==> src/rtl/dcg_pkg.sv <==
// shared constants and types of the dual oscillator clock generator
package dcg_pkg;
    localparam int APB_AW = 12;
    localparam logic [APB_AW-1:0] ADDR_STANDBY_CLOCK_CTRL = 12'h000;
    localparam logic [APB_AW-1:0] ADDR_CC = 12'h004;
    localparam logic [APB_AW-1:0] ADDR_PCS = 12'h008;
    localparam logic [7:0] STANDBY_CLOCK_CTRL_RESET = 8'h30;
    localparam logic [7:0] CC_RESET = 8'h00;
    localparam int CC_MAIN_THROUGH_RATE_BIT = 7;
    localparam logic PCS_BIT1 = 1'b1;
    localparam logic PCS_BIT3 = 1'b0;
    localparam int DIV_W_DEF = 6;
    localparam int PERIPH_N_DEF = 4;
    localparam int SYNC_N = 3;

    typedef struct packed {
        logic subFeedbackOff;
        logic cpuSrcSel;
        logic [1:0] cpuDivSel;
        logic spare;
        logic mainOscStop;
        logic stopReq;
        logic haltReq;
    } dcg_standby_clock_ctrl_t;

    typedef enum logic [1:0] {SRC_MAIN, SRC_TO_SUB, SRC_SUB, SRC_TO_MAIN} dcg_src_t;
endpackage : dcg_pkg

==> src/rtl/dcg_sync2.sv <==
// two flip-flop synchroniser for asynchronous pin levels
module dcg_sync2 #(
    parameter int W = 1
) (
    // clock and reset
    input wire logic sys_clk,
    input wire logic resetn,
    // levels
    input wire logic [W-1:0] asyncIn,
    output logic [W-1:0] syncOut
);
    logic [W-1:0] meta_q;
    logic [W-1:0] sync_q;

    always_ff @(posedge sys_clk or negedge resetn) begin
        if (!resetn) begin
            meta_q <= '0;
            sync_q <= '0;
        end else begin
            meta_q <= asyncIn;
            sync_q <= meta_q;
        end
    end

    assign syncOut = sync_q;
endmodule : dcg_sync2

==> src/rtl/dcg_divider.sv <==
// free running main clock divider chain, halts with the oscillator
module dcg_divider #(
    parameter int W = 6
) (
    // clock and reset
    input wire logic sys_clk,
    input wire logic resetn,
    // control and count
    input wire logic run,
    output logic [W-1:0] count
);
    logic [W-1:0] cnt_q;
    logic [W-1:0] cnt_d;

    assign cnt_d = run ? cnt_q + W'(1) : cnt_q;

    always_ff @(posedge sys_clk or negedge resetn) begin
        if (!resetn) begin
            cnt_q <= '0;
        end else begin
            cnt_q <= cnt_d;
        end
    end

    assign count = cnt_q;
endmodule : dcg_divider

==> src/rtl/dcg_clock_gen.sv <==
// clock generator core: registers, source switch, standby and clock ticks
// Functional notes
// - reset loads slowest main speed, 30H/00H
// - main oscillator stopped while reset held
// - five CPU periods on main clock
// - divider bits 4-5 set execution time
// - HALT and STOP available on main
// - bit 7 stops subsystem feedback and clock
// - software may switch CPU to subsystem
// - on subsystem: main may stop, HALT works
// - on subsystem: STOP refused, subsystem runs
// - subsystem feeds timer, watch, clock output; also CPU and watchdog when source
// - subsystem functions run during standby
// - main stop halts main-clocked peripherals
// - main stop bit acts only after switch
// - subsystem execution time ignores divider bits
// - watchdog keeps running on subsystem clock
// - divider derives internal clocks from main
// - selection 000,001,010,011 divide; top bit subsystem
// - mode bit: half or full oscillator rate
// - source switches at synchronised edges, status follows
//
// The APB interface to the registers and the address map were chosen for this implementation.
module dcg_clock_gen
    import dcg_pkg::*;
#(
    parameter int DIV_W = DIV_W_DEF,
    parameter int PERIPH_N = PERIPH_N_DEF
) (
    // clock and reset
    input wire logic sys_clk,
    input wire logic resetn,
    // apb slave
    input wire logic psel,
    input wire logic penable,
    input wire logic pwrite,
    input wire logic [APB_AW-1:0] paddr,
    input wire logic [31:0] pwdata,
    output logic [31:0] prdata,
    output logic pready,
    output logic pslverr,
    // pins
    input wire logic subClkIn,
    input wire logic wakeReq,
    input wire logic extCountIn,
    // oscillator control
    output logic mainOscEn,
    output logic subFeedbackEn,
    // clock ticks
    output logic cpuTick,
    output logic wdtTick,
    output logic [PERIPH_N-1:0] periphTick,
    output logic timerSubTick,
    output logic watchSubTick,
    output logic clkOutSubTick,
    output logic extCountTick,
    // status
    output logic cpuOnSub,
    output logic haltActive,
    output logic stopActive
);
    dcg_standby_clock_ctrl_t standby_clock_ctrl_q;
    dcg_standby_clock_ctrl_t standby_clock_ctrl_d;
    dcg_standby_clock_ctrl_t stbcWr;
    dcg_src_t src_q;
    dcg_src_t src_d;
    logic main_through_rate_q;
    logic main_through_rate_d;
    logic mainRun_q;
    logic mainRun_d;
    logic subPrev_q;
    logic extPrev_q;
    logic [SYNC_N-1:0] pinSync;
    logic [DIV_W-1:0] divCnt;
    logic [31:0] prdata_q;
    logic [31:0] prdata_d;
    logic pready_q;
    logic pslverr_q;
    logic cpuTick_q;
    logic wdtTick_q;
    logic [PERIPH_N-1:0] periphTick_q;
    logic [PERIPH_N-1:0] periphTick_d;
    logic subTick_q;
    logic extTick_q;
    logic mainOscEn_q;
    logic subFeedbackEn_q;
    logic cst_q;
    logic halt_q;
    logic stop_q;

    // tick when the low n bits of the divider are all zero
    function automatic logic lowBitsZero(input logic [DIV_W-1:0] cnt, input logic [2:0] n);
        logic [DIV_W-1:0] mask;
        mask = (DIV_W'(1) << n) - DIV_W'(1);
        return (cnt & mask) == '0;
    endfunction : lowBitsZero

    // pin synchronisers and divider
    dcg_sync2 #(.W(SYNC_N)) u_sync (
        .sys_clk(sys_clk),
        .resetn(resetn),
        .asyncIn({extCountIn, wakeReq, subClkIn}),
        .syncOut(pinSync)
    );

    dcg_divider #(.W(DIV_W)) u_div (
        .sys_clk(sys_clk),
        .resetn(resetn),
        .run(mainRun_q),
        .count(divCnt)
    );

    // decode
    wire logic subSync = pinSync[0];
    wire logic wakeSync = pinSync[1];
    wire logic extSync = pinSync[2];
    wire logic subEdge = subSync & ~subPrev_q & ~standby_clock_ctrl_q.subFeedbackOff;
    wire logic extEdge = extSync & ~extPrev_q;
    wire logic cstNow = (src_q == SRC_SUB) || (src_q == SRC_TO_MAIN);
    wire logic [2:0] mainLog = {1'b0, standby_clock_ctrl_q.cpuDivSel} + {2'b00, ~main_through_rate_q};
    wire logic mainTickNow = mainRun_q & lowBitsZero(divCnt, mainLog);
    wire logic apbSetup = psel & ~penable;
    wire logic apbAccess = psel & penable & pready_q;
    wire logic hitStbc = paddr == ADDR_STANDBY_CLOCK_CTRL;
    wire logic hitCc = paddr == ADDR_CC;
    wire logic hitPcs = paddr == ADDR_PCS;
    wire logic apbHit = hitStbc | hitCc | hitPcs;
    wire logic wrStbc = apbAccess & pwrite & hitStbc;
    wire logic wrCc = apbAccess & pwrite & hitCc;
    wire logic standby = standby_clock_ctrl_q.haltReq | standby_clock_ctrl_q.stopReq;
    wire logic cstNext = (src_d == SRC_SUB) || (src_d == SRC_TO_MAIN);

    // standby control write: STOP refused while subsystem is or becomes source
    always_comb begin
        stbcWr = dcg_standby_clock_ctrl_t'(pwdata[7:0]);
        stbcWr.stopReq = stbcWr.stopReq & ~stbcWr.cpuSrcSel & ~cstNow & ~cstNext;
        standby_clock_ctrl_d = standby_clock_ctrl_q;
        if (wakeSync) begin
            standby_clock_ctrl_d.haltReq = 1'b0;
            standby_clock_ctrl_d.stopReq = 1'b0;
        end
        if (wrStbc) begin
            standby_clock_ctrl_d = stbcWr;
        end
    end

    assign main_through_rate_d = main_through_rate_q | (wrCc & pwdata[CC_MAIN_THROUGH_RATE_BIT]);

    // read data and unmapped answer
    always_comb begin
        prdata_d = '0;
        if (hitStbc) begin
            prdata_d[7:0] = standby_clock_ctrl_q;
        end else if (hitCc) begin
            prdata_d[CC_MAIN_THROUGH_RATE_BIT] = main_through_rate_q;
        end else if (hitPcs) begin
            prdata_d[7:0] = {standby_clock_ctrl_q.subFeedbackOff, standby_clock_ctrl_q.cpuSrcSel, standby_clock_ctrl_q.cpuDivSel,
                             PCS_BIT3, standby_clock_ctrl_q.mainOscStop, PCS_BIT1, cstNow};
        end
    end

    // source switch only on a sub edge that meets a whole main period
    always_comb begin
        src_d = src_q;
        case (src_q)
            SRC_MAIN: begin
                if (standby_clock_ctrl_q.cpuSrcSel) begin
                    src_d = SRC_TO_SUB;
                end
            end
            SRC_TO_SUB: begin
                if (!standby_clock_ctrl_q.cpuSrcSel) begin
                    src_d = SRC_MAIN;
                end else if (subEdge && mainTickNow) begin
                    src_d = SRC_SUB;
                end
            end
            SRC_SUB: begin
                if (!standby_clock_ctrl_q.cpuSrcSel) begin
                    src_d = SRC_TO_MAIN;
                end
            end
            SRC_TO_MAIN: begin
                if (standby_clock_ctrl_q.cpuSrcSel) begin
                    src_d = SRC_SUB;
                end else if (subEdge && mainTickNow) begin
                    src_d = SRC_MAIN;
                end
            end
            default: begin
                src_d = SRC_MAIN;
            end
        endcase
    end

    // main oscillator: stops on STOP, or on stop bit once running from subsystem
    always_comb begin
        mainRun_d = mainRun_q;
        if (standby_clock_ctrl_q.stopReq) begin
            mainRun_d = 1'b0;
        end else if (standby_clock_ctrl_q.mainOscStop && cstNow) begin
            mainRun_d = 1'b0;
        end else if (!standby_clock_ctrl_q.mainOscStop) begin
            mainRun_d = 1'b1;
        end
    end

    // peripheral taps of the main divider
    always_comb begin
        periphTick_d = '0;
        for (int k = 0; k < PERIPH_N; k++) begin
            periphTick_d[k] = mainRun_q & ~standby_clock_ctrl_q.stopReq
                              & lowBitsZero(divCnt, 3'(k + 1) + {2'b00, ~main_through_rate_q});
        end
    end

    // state registers
    always_ff @(posedge sys_clk or negedge resetn) begin
        if (!resetn) begin
            standby_clock_ctrl_q <= dcg_standby_clock_ctrl_t'(STANDBY_CLOCK_CTRL_RESET);
            main_through_rate_q <= CC_RESET[CC_MAIN_THROUGH_RATE_BIT];
            src_q <= SRC_MAIN;
            mainRun_q <= 1'b0;
            subPrev_q <= 1'b0;
            extPrev_q <= 1'b0;
        end else begin
            standby_clock_ctrl_q <= standby_clock_ctrl_d;
            main_through_rate_q <= main_through_rate_d;
            src_q <= src_d;
            mainRun_q <= mainRun_d;
            subPrev_q <= subSync;
            extPrev_q <= extSync;
        end
    end

    // apb answer registers
    always_ff @(posedge sys_clk or negedge resetn) begin
        if (!resetn) begin
            prdata_q <= '0;
            pready_q <= 1'b0;
            pslverr_q <= 1'b0;
        end else begin
            prdata_q <= apbSetup ? prdata_d : '0;
            pready_q <= apbSetup;
            pslverr_q <= apbSetup & ~apbHit;
        end
    end

    // output tick and status registers
    always_ff @(posedge sys_clk or negedge resetn) begin
        if (!resetn) begin
            cpuTick_q <= 1'b0;
            wdtTick_q <= 1'b0;
            periphTick_q <= '0;
            subTick_q <= 1'b0;
            extTick_q <= 1'b0;
            mainOscEn_q <= 1'b0;
            subFeedbackEn_q <= 1'b0;
            cst_q <= 1'b0;
            halt_q <= 1'b0;
            stop_q <= 1'b0;
        end else begin
            cpuTick_q <= ~standby & (cstNow ? subEdge : mainTickNow);
            wdtTick_q <= ~standby_clock_ctrl_q.stopReq & (cstNow ? subEdge : mainTickNow);
            periphTick_q <= periphTick_d;
            subTick_q <= subEdge;
            extTick_q <= extEdge;
            mainOscEn_q <= mainRun_q;
            subFeedbackEn_q <= ~standby_clock_ctrl_q.subFeedbackOff;
            cst_q <= cstNow;
            halt_q <= standby_clock_ctrl_q.haltReq;
            stop_q <= standby_clock_ctrl_q.stopReq;
        end
    end

    assign prdata = prdata_q;
    assign pready = pready_q;
    assign pslverr = pslverr_q;
    assign cpuTick = cpuTick_q;
    assign wdtTick = wdtTick_q;
    assign periphTick = periphTick_q;
    assign timerSubTick = subTick_q;
    assign watchSubTick = subTick_q;
    assign clkOutSubTick = subTick_q;
    assign extCountTick = extTick_q;
    assign mainOscEn = mainOscEn_q;
    assign subFeedbackEn = subFeedbackEn_q;
    assign cpuOnSub = cst_q;
    assign haltActive = halt_q;
    assign stopActive = stop_q;

    // checks
    a_reset_load: assert property (@(posedge sys_clk) $rose(resetn) |->
        standby_clock_ctrl_q == dcg_standby_clock_ctrl_t'(STANDBY_CLOCK_CTRL_RESET) && !main_through_rate_q) else $error("reset values wrong");
    a_osc_reset: assert property (@(posedge sys_clk) $rose(resetn) |-> !mainRun_q)
        else $error("main oscillator ran in reset");
    a_mck_holds: assert property (@(posedge sys_clk) disable iff (!resetn)
        mainRun_q && standby_clock_ctrl_q.mainOscStop && !cstNow && !standby_clock_ctrl_q.stopReq |=> mainRun_q)
        else $error("main stopped while still source");
    a_mck_stops: assert property (@(posedge sys_clk) disable iff (!resetn)
        standby_clock_ctrl_q.mainOscStop && cstNow |=> !mainRun_q ##1 !mainOscEn_q)
        else $error("main not stopped on subsystem");
    a_stop_refused: assert property (@(posedge sys_clk) disable iff (!resetn)
        cstNow |-> !standby_clock_ctrl_q.stopReq) else $error("stop on subsystem");
    a_sub_fixed: assert property (@(posedge sys_clk) disable iff (!resetn)
        (src_q == SRC_SUB) && !standby |=> cpuTick_q == $past(subEdge))
        else $error("subsystem tick not fixed");
    a_switch_sync: assert property (@(posedge sys_clk) disable iff (!resetn)
        $changed(cstNow) |-> $past(subEdge) && $past(mainTickNow)) else $error("unsynchronised switch");
    a_full_rate: assert property (@(posedge sys_clk) disable iff (!resetn)
        !cstNow && mainRun_q && !standby && main_through_rate_q && standby_clock_ctrl_q.cpuDivSel == 2'b00 |=> cpuTick_q)
        else $error("full rate tick missing");
    a_halt_gates: assert property (@(posedge sys_clk) disable iff (!resetn)
        standby_clock_ctrl_q.haltReq |=> !cpuTick_q) else $error("cpu ticked in halt");
    a_feedback_off: assert property (@(posedge sys_clk) disable iff (!resetn)
        standby_clock_ctrl_q.subFeedbackOff |=> !subFeedbackEn_q && !subTick_q) else $error("subsystem not stopped");
    a_periph_stop: assert property (@(posedge sys_clk) disable iff (!resetn)
        !mainRun_q |=> periphTick_q == '0) else $error("peripheral tick without main");
    a_main_through_rate_sticky: assert property (@(posedge sys_clk) disable iff (!resetn)
        main_through_rate_q |=> main_through_rate_q) else $error("mode bit cleared");
    a_stop_gates: assert property (@(posedge sys_clk) disable iff (!resetn)
        standby_clock_ctrl_q.stopReq |=> !cpuTick_q && !wdtTick_q && periphTick_q == '0)
        else $error("tick during stop");
    a_wake_clears: assert property (@(posedge sys_clk) disable iff (!resetn)
        wakeSync && !wrStbc |=> !standby_clock_ctrl_q.haltReq && !standby_clock_ctrl_q.stopReq)
        else $error("standby not released");
    a_sub_standby: assert property (@(posedge sys_clk) disable iff (!resetn)
        standby && subEdge |=> subTick_q)
        else $error("subsystem tick lost in standby");
    a_osc_release: assert property (@(posedge sys_clk) disable iff (!resetn)
        $rose(resetn) |=> mainRun_q) else $error("main oscillator not resumed");
    a_osc_restart: assert property (@(posedge sys_clk) disable iff (!resetn)
        !standby_clock_ctrl_q.mainOscStop && !standby_clock_ctrl_q.stopReq |=> mainRun_q)
        else $error("main oscillator not restarted");

    // main scenarios
    c_to_sub: cover property (@(posedge sys_clk) disable iff (!resetn) $rose(cst_q));
    c_to_main: cover property (@(posedge sys_clk) disable iff (!resetn) $fell(cst_q));
    c_halt: cover property (@(posedge sys_clk) disable iff (!resetn) $rose(halt_q));
    c_stop: cover property (@(posedge sys_clk) disable iff (!resetn) $rose(stop_q));
    c_main_off: cover property (@(posedge sys_clk) disable iff (!resetn) $fell(mainOscEn_q));
endmodule : dcg_clock_gen

==> config.mk <==
export PLATFORM = sky130hd
export DESIGN_NAME = dcg_clock_gen
export DESIGN_NICKNAME = d
export VERILOG_FILES = /design/src/rtl/dcg_pkg.sv /design/src/rtl/dcg_sync2.sv /design/src/rtl/dcg_divider.sv /design/src/rtl/dcg_clock_gen.sv
export SDC_FILE = /design/constraint.sdc
export NUM_CORES = 1
export LEC_CHECK = 0
export BUFFER_PORTS_ARGS = -buffer_cell sky130_fd_sc_hd__buf_2
export CORE_MARGIN = 2
export CORE_UTILIZATION = 35
export DETAILED_ROUTE_END_ITERATION = 16
export MAX_ROUTING_LAYER = met4
export PLACE_DENSITY_LB_ADDON = 0.3
export SLEW_MARGIN = 20
export SYNTH_ARGS = -nofsm -noshare
export SYNTH_HDL_FRONTEND = slang
export SYNTH_SLANG_ARGS = --single-unit
==> constraint.sdc <==
create_clock -name sys_clk -period 2.6 [get_ports sys_clk]
set_input_delay 0.26 -clock sys_clk [delete_from_list [all_inputs] [get_ports sys_clk]]
set_output_delay 0.26 -clock sys_clk [all_outputs]
set_load 0.005 [all_outputs]
==> reports/summary.txt <==
Yosys warning total -> 0
Crit Path Max Fanout -> 3
Post-Syn Instances -> 189
Register area share after synthesis -> 57.7%
DR vias/cell -> 4.38
P&R area growth vs syn -> 17.7%
Crit start category -> register
Vias -> 1403
Clk sinks -> 49
CTS tree -> yes
Most common cell after layout, fill and taps aside -> buf_2
Layout Utilization -> 42.6%
Post-detail-place hpwl -> 2.65 mm
Primary FF master, synth -> dfrtp_1
R2r worst-path depth -> 8
Clock latency on the worst-skew pair -> 0.29 ns
Final clock skew -> 0.00333 ns
Clk buf depth -> 2
FF/Latch Area -> 1230 um2
Initial Util -> 36.2%
Ys async rst share -> 100%
Post-synth EDFFs -> 0
Setup TNS -> 0 ns
Gr ovfl total -> 0
Port bufs -> 52
Core area -> 5890 um2
Largest net degree at the start of global routing -> 50
Footprint of the multi-input gates -> 774 um2
GRT Overall Usage -> 12.5%
Setup ws final -> 0.114 ns
Crit path kind -> register to register
Avg Cell Area, Syn -> 11.3 um2
Fin. Hold Viols -> 0
Crit Reg-Reg Startpoint -> standby_clock_ctrl_q[4]$_DFFE_PN1P_
Pwr per Cell Area -> 528 nW/um2
DR WL/cell -> 11.8 um
Die Ht -> 82.0 um
IO Count -> 101
Fin. max-slew vios -> 0
DRT Pass-1 Iters -> 4
Max Cap Viol -> 0
Root Buffer -> clkbuf_8
Die area -> 6720 um2
First-pass GRT wire length -> 6.05 mm
CP endpoint kind -> register
First-iteration detailed-routing DRC count -> 65
Worst EP required -> 2.78 ns
CTS Buf Count -> 5
Clock-pin slew on the worst setup and hold paths -> 0.08 ns
Final #Nets -> 301
Final setup fails -> 0
Initial antenna violation count -> 0
Vias in the first global route -> 1277
Layout cell share with drive strength beyond 1 -> 29.8%
Resized cells post-CTS -> 0
Fin crit share -> 95.6%
Leakage -> 1.27 nW
# rows -> 28
Drc violations -> 0
Fillers -> 590
Post-route ant nets -> 0
Leading cell types in the layout, fill and taps excluded -> 52 x buf_2, 47 x dfrtp_1, 24 x conb_1, 23 x nand2_1, 10 x inv_1
Reg-to-Reg End -> src_q[1]$_DFF_PN0_
Reg2reg setup slack -> 0.11 ns
Hold-fix buffers, CTS -> 0
Final WL -> 3.77 mm
H-tree Lvls -> 2
Final min period -> 2.49 ns
Pre-CTS setup slack -> 0.0851 ns
Die X -> 82.0 um
Max frequency -> 402 MHz
Peak VDD IR -> 0.267 mV
Worst slew margin -> 57.0%
Worst-Margin Slew -> 0.640 ns
Hold WS -> 0.0496 ns
Register bit total from synthesis -> 49
Placer Congestion -> 0.733
Status -> finished clean
PnR Total Power -> 1.32 mW
Setup bufs post-CTS -> 0
Worst Path Arrival -> 2.67 ns
Ant diodes -> 0
Synth cell types -> 40
Mapped Area -> 2130 um2
Worst hold-check path type -> input pin to asynchronous set/reset pin
## layout make-up
| cell class | instances | area share (%) |
|---|---|---|
| inverters | 10 | 1.50 |
| well taps | 75 | 3.75 |
| multi-input cells | 122 | 30.9 |
| repair buffers | 56 | 11.6 |
| flip-flops and latches | 49 | 49.1 |
| clock buffers | 8 | 3.20 |
## critical path: stages (launching register included)
cell,delay [ns]
dfstp_2,0.57
ha_4,0.15
ha_4,0.19
or3_1,0.35
ha_2,0.31
o21ai_0,0.06
nor2_1,0.19
and4_4,0.26
mux2_4,0.30
## per-stage QoR
stage                     cell area, um2  instances
final                               2500        320
after global routing                2500        320
after CTS                           2460        320
after detailed placement            2380        312
after global placement              2380        312
after floorplan                     2210        212
## synthesized netlist by cell type (2+ instances only)
cell type	number	share of area (%)
and2_1	5	1.5
dfstp_2	2	2.5
buf_4	26	9.2
a21oi_1	6	1.4
nand2_1	23	4.1
nor3_1	3	0.71
nor2b_1	3	0.88
nand3b_1	3	1.1
or3_1	2	0.59
dfrtp_1	47	55
o21ai_0	5	1.2
xor2_1	2	0.82
nand4_1	3	0.88
a2111oi_0	2	0.82
o21a_1	2	0.71
clkbuf_1	4	0.71
ha_1	5	2.9
xnor2_1	4	1.6
nor3b_1	3	1.1
a31oi_1	2	0.59
nor2_1	7	1.2
mux2i_1	3	1.4
inv_1	10	1.8
## power by group
part / internal (mW) / switching (mW)
Clock: 0.191 / 0.232
Sequential: 0.787 / 0.0268
Combinational: 0.0374 / 0.0490
Total: 1.02 / 0.308
## registers in the layout, indices dropped and copies added (netlist names), 2 cells and up
signal                flops
standby_clock_ctrl_q      8
periphTick                4
u_sync.meta_q             3
prdata                    8
u_sync.syncOut            3
u_div.count               6
src_q                     2
## layer usage
metal | up-vias | track usage [%] | share of wire, %
met3 | 6 | 3.63 | 8.1
met4 | 0 | 3.50 | 1.1
met1 | 648 | 16.4 | 46
met2 | 57 | 18.9 | 44
met5 | - | - | 0
li1 | 692 | - | -
## kinds of logic (layout without fill, tap and decap cells)
family,count (synthesis),in the layout,synth area share [%]
mux,4,4,1.94
compound gates,22,22,6.47
xor+xnor,6,6,2.47
simple gates,61,61,16.4
other cells,1,24,0.176
flops,49,49,57.7
buf+inv,41,74,11.9
fa+ha+maj,5,5,2.94
## worst max-delay path by stage
stage                                                   start                  to  slack, ns
after floorplan           standby_clock_ctrl_q[4]$_DFFE_PN1P_  src_q[1]$_DFF_PN0_       0.12
after global placement    standby_clock_ctrl_q[4]$_DFFE_PN1P_  src_q[1]$_DFF_PN0_       0.10
after detailed placement  standby_clock_ctrl_q[4]$_DFFE_PN1P_  src_q[1]$_DFF_PN0_       0.09
after CTS                 standby_clock_ctrl_q[4]$_DFFE_PN1P_  src_q[1]$_DFF_PN0_       0.04
after global routing      standby_clock_ctrl_q[4]$_DFFE_PN1P_  src_q[1]$_DFF_PN0_     -0.008
final                     standby_clock_ctrl_q[4]$_DFFE_PN1P_  src_q[1]$_DFF_PN0_       0.11
Power figures use the tool's default switching activity.
